**config.mk**
```make
export PLATFORM = sky130hd
export DESIGN_NAME = atomic_sync_wait_unit
export DESIGN_NICKNAME = d
export VERILOG_FILES = /design/src/inc/atomic_sync_wait_pkg.sv /design/src/hw/atomic_sync_wait_unit.sv
export VERILOG_INCLUDE_DIRS = /design/src /design/src/inc
export SDC_FILE = /design/constraint.sdc
export NUM_CORES = 1
export LEC_CHECK = 0
export ABC_CLOCK_PERIOD_IN_PS = 10300
export BUFFER_PORTS_ARGS = -buffer_cell sky130_fd_sc_hd__buf_2
export CAP_MARGIN = 20
export CORE_MARGIN = 2
export CORE_UTILIZATION = 53
export CTS_CLUSTER_SIZE = 14
export DETAILED_ROUTE_END_ITERATION = 8
export PLACE_DENSITY = 0.93
export SYNTH_ARGS = -nofsm -noshare
export SYNTH_HDL_FRONTEND = slang
export SYNTH_SLANG_ARGS = --single-unit
```
**constraint.sdc**
```tcl
create_clock -name mclk_i -period 10.3 [get_ports mclk_i]
set_clock_uncertainty 0.1 [all_clocks]
set_input_delay 2.06 -clock mclk_i [delete_from_list [all_inputs] [get_ports mclk_i]]
set_output_delay 2.06 -clock mclk_i [all_outputs]
set_load 0.02 [all_outputs]
```
**src/inc/atomic_sync_wait_regs.svh**
```systemverilog
`ifndef ATOMIC_SYNC_WAIT_REGS_SVH
`define ATOMIC_SYNC_WAIT_REGS_SVH

// register byte addresses on the avalon slave
`define ASW_AW 4
`define ASW_REG_CTRL 4'h0
`define ASW_REG_STATUS 4'h4
`define ASW_REG_SCCNT 4'h8

// control register fields
`define ASW_CTRL_CP0_EN_BIT 0
`define ASW_CTRL_LOCK_EN_BIT 1
`define ASW_CTRL_CP0_EN_RST 1'h1
`define ASW_CTRL_LOCK_EN_RST 1'h1

// status register fields
`define ASW_STAT_LINK_BIT 0
`define ASW_STAT_STANDBY_BIT 1
`define ASW_STAT_BUSY_BIT 2
`define ASW_STAT_CLKRUN_BIT 3

// conditional store counters: success low half, failure high half
`define ASW_SCCNT_OK_LSB 0
`define ASW_SCCNT_FAIL_LSB 16

// displacement widths and alignment
`define ASW_LOAD_DISP_W 9
`define ASW_STORE_DISP_W 16
`define ASW_ALIGN_MASK 2'h3
`define ASW_INSN_BYTES 32'h0000_0004

// reset value of readdata
`define ASW_RDATA_RST 32'h0000_0000

`endif

```
**src/inc/atomic_sync_wait_pkg.sv**
```systemverilog
package atomic_sync_wait_pkg;

  // operation presented by the pipeline
  typedef enum logic [2:0] {
    op_none,
    op_linked_load,
    op_conditional_store,
    op_barrier,
    op_standby,
    op_exception_return,
    op_interrupt_return
  } op_t;

  // sequencer states
  typedef enum logic [2:0] {
    st_idle,
    st_load_mem,
    st_store_mem,
    st_sync_drain,
    st_wait_drain,
    st_standby
  } state_t;

  // whole state of the unit
  typedef struct packed {
    state_t st;
    logic link_flag;
    logic cp0_en;
    logic lock_en;
    logic avs_wait;
    logic [31:0] avs_rdata;
    logic mem_req;
    logic mem_we;
    logic mem_lock;
    logic [31:0] mem_addr;
    logic [31:0] mem_wdata;
    logic mem_sync;
    logic op_ready;
    logic done;
    logic wb_en;
    logic [31:0] result;
    logic addr_err;
    logic cpu_err;
    logic ri_err;
    logic irq_take;
    logic [31:0] saved_exception_pc;
    logic clk_run;
    logic [15:0] store_ok_cnt;
    logic [15:0] store_fail_cnt;
  } regs_t;

endpackage

```
**src/hw/atomic_sync_wait_unit.sv**
```systemverilog
`timescale 1ns/1ps
`include "atomic_sync_wait_regs.svh"
// How it works
// - linked load fetches word, sets link flag
// - linked load address: base plus 9-bit displacement
// - one sequence; new linked load replaces it
// - misaligned linked/conditional address raises address error
// - linked load never disturbs other cores' stores
// - store only with link; report 1 or 0
// - conditional store address: base plus 16-bit displacement
// - exception return makes conditional store fail
// - memory port carries lock; external may fail store
// - exception between pair makes store fail
// - barrier: earlier accesses finish before later start
// - loads complete on writeback, stores when visible
// - barrier signalled on the memory port
// - every barrier type does full synchronization
// - standby stalls, drains, then stops main clock
// - resets, nmi, enabled or debug interrupt wake
// - wake interrupt taken, saved pc after standby
// - no coprocessor 0 access: coprocessor unusable
// - standby in delay/forbidden slot: reserved instruction
// - standby code field is ignored
// - interrupt return makes conditional store fail

module atomic_sync_wait_unit (
  // clock and reset
  input wire logic mclk_i,
  input wire logic reset_i,
  // avalon-mm register slave
  input wire logic [`ASW_AW-1:0] avs_address_i,
  input wire logic avs_read_i,
  input wire logic avs_write_i,
  input wire logic [31:0] avs_writedata_i,
  output logic [31:0] avs_readdata_o,
  output logic avs_waitrequest_o,
  // pipeline request
  input wire logic op_valid_i,
  input wire atomic_sync_wait_pkg::op_t op_i,
  input wire logic [31:0] base_i,
  input wire logic [15:0] offset_i,
  input wire logic [31:0] store_data_i,
  input wire logic [4:0] barrier_type_i,
  input wire logic [31:0] pc_i,
  input wire logic in_branch_slot_i,
  input wire logic exception_taken_i,
  // pipeline answer
  output logic op_ready_o,
  output logic done_o,
  output logic wb_en_o,
  output logic [31:0] result_o,
  output logic addr_err_o,
  output logic cop_unusable_o,
  output logic reserved_insn_o,
  output logic irq_take_o,
  output logic [31:0] saved_exception_pc_o,
  // memory interface
  output logic mem_req_o,
  output logic mem_we_o,
  output logic mem_lock_o,
  output logic [31:0] mem_addr_o,
  output logic [31:0] mem_wdata_o,
  output logic mem_sync_o,
  input wire logic mem_ack_i,
  input wire logic [31:0] mem_rdata_i,
  input wire logic mem_store_fail_i,
  input wire logic mem_outstanding_i,
  // standby and wake
  output logic clk_run_o,
  input wire logic warm_reset_n_i,
  input wire logic cold_reset_n_i,
  input wire logic nmi_i,
  input wire logic int_req_i,
  input wire logic debug_irq_in_i
);

  atomic_sync_wait_pkg::regs_t r_ff; // registered state
  atomic_sync_wait_pkg::regs_t nxt_r; // next state

  logic [31:0] load_addr; // linked load effective address
  logic [31:0] store_addr; // conditional store effective address
  logic [31:0] reg_rd; // register read mux
  logic sys_reset; // warm or cold reset asserted
  logic wake; // any standby wake source
  logic store_ok; // outcome of a locked store

  // effective addresses from sign-extended displacements
  always_comb begin
    load_addr = base_i + {{(32-`ASW_LOAD_DISP_W){offset_i[`ASW_LOAD_DISP_W-1]}},
                          offset_i[`ASW_LOAD_DISP_W-1:0]};
    store_addr = base_i + {{(32-`ASW_STORE_DISP_W){offset_i[`ASW_STORE_DISP_W-1]}},
                           offset_i};
  end

  // wake sources and register read view
  always_comb begin
    sys_reset = !warm_reset_n_i || !cold_reset_n_i;
    wake = sys_reset || nmi_i || int_req_i || debug_irq_in_i;
    store_ok = !(r_ff.lock_en && mem_store_fail_i);
    reg_rd = 32'h0000_0000;
    case (avs_address_i)
      `ASW_REG_CTRL: begin
        reg_rd[`ASW_CTRL_CP0_EN_BIT] = r_ff.cp0_en;
        reg_rd[`ASW_CTRL_LOCK_EN_BIT] = r_ff.lock_en;
      end
      `ASW_REG_STATUS: begin
        reg_rd[`ASW_STAT_LINK_BIT] = r_ff.link_flag;
        reg_rd[`ASW_STAT_STANDBY_BIT] = (r_ff.st == atomic_sync_wait_pkg::st_standby);
        reg_rd[`ASW_STAT_BUSY_BIT] = !r_ff.op_ready;
        reg_rd[`ASW_STAT_CLKRUN_BIT] = r_ff.clk_run;
      end
      `ASW_REG_SCCNT: begin
        reg_rd[`ASW_SCCNT_OK_LSB +: 16] = r_ff.store_ok_cnt;
        reg_rd[`ASW_SCCNT_FAIL_LSB +: 16] = r_ff.store_fail_cnt;
      end
      // unmapped addresses read zero
      default: begin
        reg_rd = 32'h0000_0000;
      end
    endcase
  end

  // next-state logic for bus slave and sequencer
  always_comb begin
    nxt_r = r_ff;
    // single-cycle pulses fall by default
    nxt_r.done = 1'h0;
    nxt_r.wb_en = 1'h0;
    nxt_r.addr_err = 1'h0;
    nxt_r.cpu_err = 1'h0;
    nxt_r.ri_err = 1'h0;
    nxt_r.irq_take = 1'h0;
    nxt_r.mem_sync = 1'h0;

    // avalon slave: answer one cycle after the request, then rearm
    if (avs_read_i || avs_write_i) begin
      if (r_ff.avs_wait) begin
        nxt_r.avs_wait = 1'h0;
        nxt_r.avs_rdata = reg_rd;
      end else begin
        nxt_r.avs_wait = 1'h1;
        // write takes effect on the edge the master sees waitrequest low
        if (avs_write_i) begin
          if (avs_address_i == `ASW_REG_CTRL) begin
            nxt_r.cp0_en = avs_writedata_i[`ASW_CTRL_CP0_EN_BIT];
            nxt_r.lock_en = avs_writedata_i[`ASW_CTRL_LOCK_EN_BIT];
          end else if (avs_address_i == `ASW_REG_SCCNT) begin
            // any write clears both counters
            nxt_r.store_ok_cnt = 16'h0000;
            nxt_r.store_fail_cnt = 16'h0000;
          end
        end
      end
    end else begin
      nxt_r.avs_wait = 1'h1;
    end

    // reset pins and exception entry abandon the sequence
    if (sys_reset || exception_taken_i) begin
      nxt_r.link_flag = 1'h0;
    end

    case (r_ff.st)
      // accept a new operation
      atomic_sync_wait_pkg::st_idle: begin
        if (op_valid_i && r_ff.op_ready) begin
          case (op_i)
            atomic_sync_wait_pkg::op_linked_load: begin
              if ((load_addr[1:0] & `ASW_ALIGN_MASK) != 2'h0) begin
                nxt_r.addr_err = 1'h1;
                nxt_r.done = 1'h1;
              end else begin
                // plain read, no lock: other cores keep their links
                nxt_r.mem_req = 1'h1;
                nxt_r.mem_we = 1'h0;
                nxt_r.mem_lock = 1'h0;
                nxt_r.mem_addr = load_addr;
                nxt_r.st = atomic_sync_wait_pkg::st_load_mem;
              end
            end
            atomic_sync_wait_pkg::op_conditional_store: begin
              if ((store_addr[1:0] & `ASW_ALIGN_MASK) != 2'h0) begin
                nxt_r.addr_err = 1'h1;
                nxt_r.done = 1'h1;
              end else if (r_ff.link_flag && !sys_reset && !exception_taken_i) begin
                // locked write; external lock logic may still refuse it
                nxt_r.mem_req = 1'h1;
                nxt_r.mem_we = 1'h1;
                nxt_r.mem_lock = 1'h1;
                nxt_r.mem_addr = store_addr;
                nxt_r.mem_wdata = store_data_i;
                nxt_r.st = atomic_sync_wait_pkg::st_store_mem;
              end else begin
                // no link: memory untouched, report failure
                nxt_r.result = 32'h0000_0000;
                nxt_r.wb_en = 1'h1;
                nxt_r.done = 1'h1;
                nxt_r.store_fail_cnt = r_ff.store_fail_cnt + 16'h0001;
              end
            end
            atomic_sync_wait_pkg::op_barrier: begin
              // type field is not decoded: all types do the full barrier
              nxt_r.st = atomic_sync_wait_pkg::st_sync_drain;
            end
            atomic_sync_wait_pkg::op_standby: begin
              // the code field has no port and is never looked at
              if (in_branch_slot_i) begin
                nxt_r.ri_err = 1'h1;
                nxt_r.done = 1'h1;
              end else if (!r_ff.cp0_en) begin
                nxt_r.cpu_err = 1'h1;
                nxt_r.done = 1'h1;
              end else begin
                nxt_r.saved_exception_pc = pc_i + `ASW_INSN_BYTES;
                nxt_r.st = atomic_sync_wait_pkg::st_wait_drain;
              end
            end
            atomic_sync_wait_pkg::op_exception_return: begin
              nxt_r.link_flag = 1'h0;
              nxt_r.done = 1'h1;
            end
            atomic_sync_wait_pkg::op_interrupt_return: begin
              nxt_r.link_flag = 1'h0;
              nxt_r.done = 1'h1;
            end
            // nothing to do for other codes
            default: begin
              nxt_r.done = 1'h1;
            end
          endcase
        end
      end
      // linked load waiting for read data
      atomic_sync_wait_pkg::st_load_mem: begin
        if (mem_ack_i) begin
          nxt_r.mem_req = 1'h0;
          nxt_r.result = mem_rdata_i;
          nxt_r.wb_en = 1'h1;
          nxt_r.done = 1'h1;
          // set wins over a same-cycle clear; replaces older sequence
          nxt_r.link_flag = 1'h1;
          nxt_r.st = atomic_sync_wait_pkg::st_idle;
        end
      end
      // conditional store waiting for the locked write to finish
      atomic_sync_wait_pkg::st_store_mem: begin
        if (mem_ack_i) begin
          nxt_r.mem_req = 1'h0;
          nxt_r.mem_we = 1'h0;
          nxt_r.mem_lock = 1'h0;
          nxt_r.result = {31'h0000_0000, store_ok};
          nxt_r.wb_en = 1'h1;
          nxt_r.done = 1'h1;
          nxt_r.link_flag = 1'h0;
          if (store_ok) begin
            nxt_r.store_ok_cnt = r_ff.store_ok_cnt + 16'h0001;
          end else begin
            nxt_r.store_fail_cnt = r_ff.store_fail_cnt + 16'h0001;
          end
          nxt_r.st = atomic_sync_wait_pkg::st_idle;
        end
      end
      // barrier: hold later accesses until earlier ones are done
      atomic_sync_wait_pkg::st_sync_drain: begin
        // outstanding stays high until load writeback / store visibility
        if (!mem_outstanding_i) begin
          nxt_r.mem_sync = 1'h1;
          nxt_r.done = 1'h1;
          nxt_r.st = atomic_sync_wait_pkg::st_idle;
        end
      end
      // standby: pipeline stalled, drain external requests
      atomic_sync_wait_pkg::st_wait_drain: begin
        if (wake) begin
          nxt_r.st = atomic_sync_wait_pkg::st_standby;
        end else if (!mem_outstanding_i) begin
          nxt_r.clk_run = 1'h0;
          nxt_r.st = atomic_sync_wait_pkg::st_standby;
        end
      end
      // low power until a wake source
      atomic_sync_wait_pkg::st_standby: begin
        if (wake) begin
          nxt_r.clk_run = 1'h1;
          nxt_r.done = 1'h1;
          if (int_req_i && !nmi_i && !debug_irq_in_i && !sys_reset) begin
            // interrupt taken before the next instruction
            nxt_r.irq_take = 1'h1;
            nxt_r.link_flag = 1'h0;
          end
          nxt_r.st = atomic_sync_wait_pkg::st_idle;
        end
      end
      // unknown state recovers to idle
      default: begin
        nxt_r.st = atomic_sync_wait_pkg::st_idle;
      end
    endcase

    // one sequence at a time: accept only from idle
    nxt_r.op_ready = (nxt_r.st == atomic_sync_wait_pkg::st_idle);
  end

  // state register
  always_ff @(posedge mclk_i or posedge reset_i) begin
    if (reset_i) begin
      r_ff.st <= atomic_sync_wait_pkg::st_idle;
      r_ff.link_flag <= 1'h0;
      r_ff.cp0_en <= `ASW_CTRL_CP0_EN_RST;
      r_ff.lock_en <= `ASW_CTRL_LOCK_EN_RST;
      r_ff.avs_wait <= 1'h1;
      r_ff.avs_rdata <= `ASW_RDATA_RST;
      r_ff.mem_req <= 1'h0;
      r_ff.mem_we <= 1'h0;
      r_ff.mem_lock <= 1'h0;
      r_ff.mem_addr <= 32'h0000_0000;
      r_ff.mem_wdata <= 32'h0000_0000;
      r_ff.mem_sync <= 1'h0;
      r_ff.op_ready <= 1'h1;
      r_ff.done <= 1'h0;
      r_ff.wb_en <= 1'h0;
      r_ff.result <= 32'h0000_0000;
      r_ff.addr_err <= 1'h0;
      r_ff.cpu_err <= 1'h0;
      r_ff.ri_err <= 1'h0;
      r_ff.irq_take <= 1'h0;
      r_ff.saved_exception_pc <= 32'h0000_0000;
      r_ff.clk_run <= 1'h1;
      r_ff.store_ok_cnt <= 16'h0000;
      r_ff.store_fail_cnt <= 16'h0000;
    end else begin
      r_ff <= nxt_r;
    end
  end

  // outputs straight from the state register
  always_comb begin
    avs_readdata_o = r_ff.avs_rdata;
    avs_waitrequest_o = r_ff.avs_wait;
    op_ready_o = r_ff.op_ready;
    done_o = r_ff.done;
    wb_en_o = r_ff.wb_en;
    result_o = r_ff.result;
    addr_err_o = r_ff.addr_err;
    cop_unusable_o = r_ff.cpu_err;
    reserved_insn_o = r_ff.ri_err;
    irq_take_o = r_ff.irq_take;
    saved_exception_pc_o = r_ff.saved_exception_pc;
    mem_req_o = r_ff.mem_req;
    mem_we_o = r_ff.mem_we;
    mem_lock_o = r_ff.mem_lock;
    mem_addr_o = r_ff.mem_addr;
    mem_wdata_o = r_ff.mem_wdata;
    mem_sync_o = r_ff.mem_sync;
    clk_run_o = r_ff.clk_run;
  end

endmodule

```
==> out/results.tsv <==
metric	value	unit
initial antenna violation count	5	
detailed router's first-iteration violation count	967	
fmax	188.9	MHz
die area	25560	µm²
ys async rst share	100.0	%
# DRC	0	
CTS tree	done	
Initial Util	53.41	%
Lkg Pwr	7.578	nW
# IOs	376	
Core Area	24110	µm²
Routed wire per std cell	17.96	µm
cts hold-fix bufs	0	
pin count of the biggest net entering global routing	140	
HP Class	reg2reg	
post-CTS setup buffers	0	
WS Path Type	in2reg	
Multi-input gate area	6128	µm²
Period minus WS final	5293	ps
CP max FO	29	
drt first pass iters	5	
CTS Buffer Depth	3	
# rows	57	
DIE HEIGHT	159.9	µm
via/cell ratio	5.835	
GRT Util Overall	26.26	%
cell count after synthesis	1429	
Final Cycle Share	51.39	%
DP Wirelength	25.64	mm
RSZ-0062 raised after global routing	false	
CP Cell Sequence	buf_2, nor2b_1, nand2b_1, o41ai_1, buf_4, nand3_1, and2_1, o21ai_0, o31ai_1	
placed insts	1890	
post-route insts no fill	1938	
Max Cap Violations	0	
FF/Latch Area	5261	µm²
Routed Antenna Nets	0	
maximum vdd drop	0.0001237	V
Required @ worst endpoint	10560	ps
commonest non-fill, non-tap cells in the layout	buf_2 (340), nand2_1 (226), dfrtp_1 (205), o21ai_0 (125), a21oi_1 (63)	
FILL cells	2043	
GRT overflow	0	
root buf cell	clkbuf_16	
post-synthesis sequential area ratio	40.86	%
nets@finish	1854	
drt total wl	34.81	mm
most common cell after layout, fill and taps aside	buf_2	
setup TNS after final layout	0	ps
CP Capture Type	flip-flop	
worst stage delay on the critical path	680	ps
slew at the pin closest to its max-slew limit	1080	ps
final hold viol count	0	
Num CTS Buffers	24	
outcome	completed	
Clock Sinks	210	
Rel. slew slack	28.00	%
Mapped Avg Cell Area	9.010	µm²
syn nets	1689	
Die Width	159.9	µm
Max Slew Vio Count	0	
CP Buf/Inv Count	2	
H-tree depth	1	
Worst Setup Start Kind	input pin	
Worst-Skew Late Latency	510	ps
Vias	11308	
pwr/cell area	196.5	nW/µm²
share of cells above drive strength 1	25.71	%
Main synth FF type	dfrtp_1	
slowest CP cell	o41ai_1	
Yosys reg bits	210	
Design Power	2.851	mW
Synth cell types	70	
# port buffers	340	
Setup Viol. Count Final	0	
vias in the first global route	10685	
Layout area overhead	12.69	%
post-synth design cell area	12870	µm²
# resized after CTS	0	
CTS clk-pin slew, worst paths	60	ps
RePlAce Congestion	0.9315	
arrival time worst endpoint	5560	ps
first-pass GRT wire length	54.83	mm
kind of cell adding the most delay to the critical path	simple AND/OR/NAND/NOR gates	
number of synthesized flops with an enable pin	0	
Yosys warning count	0	
-- where the power goes --
group / internal (mW) / leakage [nW] / switching [mW]
Sequential: 0.982 / 2.86 / 0.105
Clock: 0.501 / 0.378 / 0.338
Combinational: 0.346 / 4.34 / 0.580
-- Yosys cell counts (all sizes together) (5+ instances only) --
cell type	n	area share, %
xnor2	43	2.9
and2	8	0.39
and3	28	1.4
a21o	31	1.8
nor2	59	1.7
nor3	16	0.62
a22o	61	4.1
nand2b	13	0.63
o31ai	7	0.45
dfrtp	205	40
o211ai	5	0.29
nand3	40	1.6
a21oi	65	2.6
dfstp	5	1.0
mux2	6	0.52
nand2	226	6.6
inv	31	0.90
buf	164	9.5
nand4	22	1.1
a31oi	12	0.58
o21ai	133	5.2
nor4	7	0.34
ha	56	5.4
a22oi	19	1.1
xor2	38	2.6
nor2b	16	0.84
clkbuf	47	1.4
-- registers in the layout, indices dropped and copies added (netlist names), 32 cells and up --
name                  count
saved_exception_pc_o     32
avs_readdata_o           32
mem_addr_o               32
mem_wdata_o              32
r_ff                     38
result_o                 32
-- area by class of cell --
type                            count  share of cell area, %
Timing Repair Buffer              350                  12.44
Clock inverter                     11                 0.8106
Clock buffer                       31                  4.536
Multi-Input combinational cell    977                  42.24
Tap cell                          324                  2.794
Inverter                           31                 0.8537
Antenna cell                        4                0.06899
Sequential cell                   210                  36.26
-- logic make-up after synthesis --
| group | after synthesis | share of synthesized area (%) |
|---|---|---|
| simple gates | 450 | 16.03 |
| compound gates | 380 | 19.48 |
| buf+inv | 242 | 11.77 |
| flops | 210 | 40.86 |
| xor+xnor | 81 | 5.510 |
| fa+ha+maj | 57 | 5.598 |
| mux | 9 | 0.7580 |
-- through the flow --
stage	util, %	hold slack [ps]	cell area (µm²)	setup slack [ps]
2_1_floorplan	-	340.0	12870	2411
3_3_place_gp	56.75	345.4	13680	4700
3_5_place_dp	56.75	350.4	13680	4586
4_1_cts	59.97	363.7	14460	5100
5_1_grt	60.17	382.0	14500	4741
6_report	60.19	360.5	14510	5007
-- routing by layer --
metal / global-route usage [%] / up-vias / share of wire [%]
met2: 43.74 / 559 / 48
met4: 11.18 / 2 / 4.2
met5: 0 / - / 0.037
met3: 4.519 / 116 / 7.8
li1: - / 5234 / -
met1: 33.99 / 5397 / 40
-- tightest hold or removal path, stage by stage (launching register included) --
cell	delay [ps]
dfrtp_1	330
nand2_1	50
nand2_1	50
-- final timing paths --
path	from	endpoint	slack, ps	depth (start not counted)
max	op_i[1]	r_ff[3]	5010	9
min	mem_wdata_o[6]	mem_wdata_o[6]	360	2
max reg2reg	op_ready_o	r_ff[3]	7090	7
min reg2reg	mem_wdata_o[6]	mem_wdata_o[6]	360	2
max in group asynchronous	reset_i	result_o[8]	6990	3
min in group asynchronous	reset_i	saved_exception_pc_o[2]	1550	2
(Power assumes the default switching activity.)
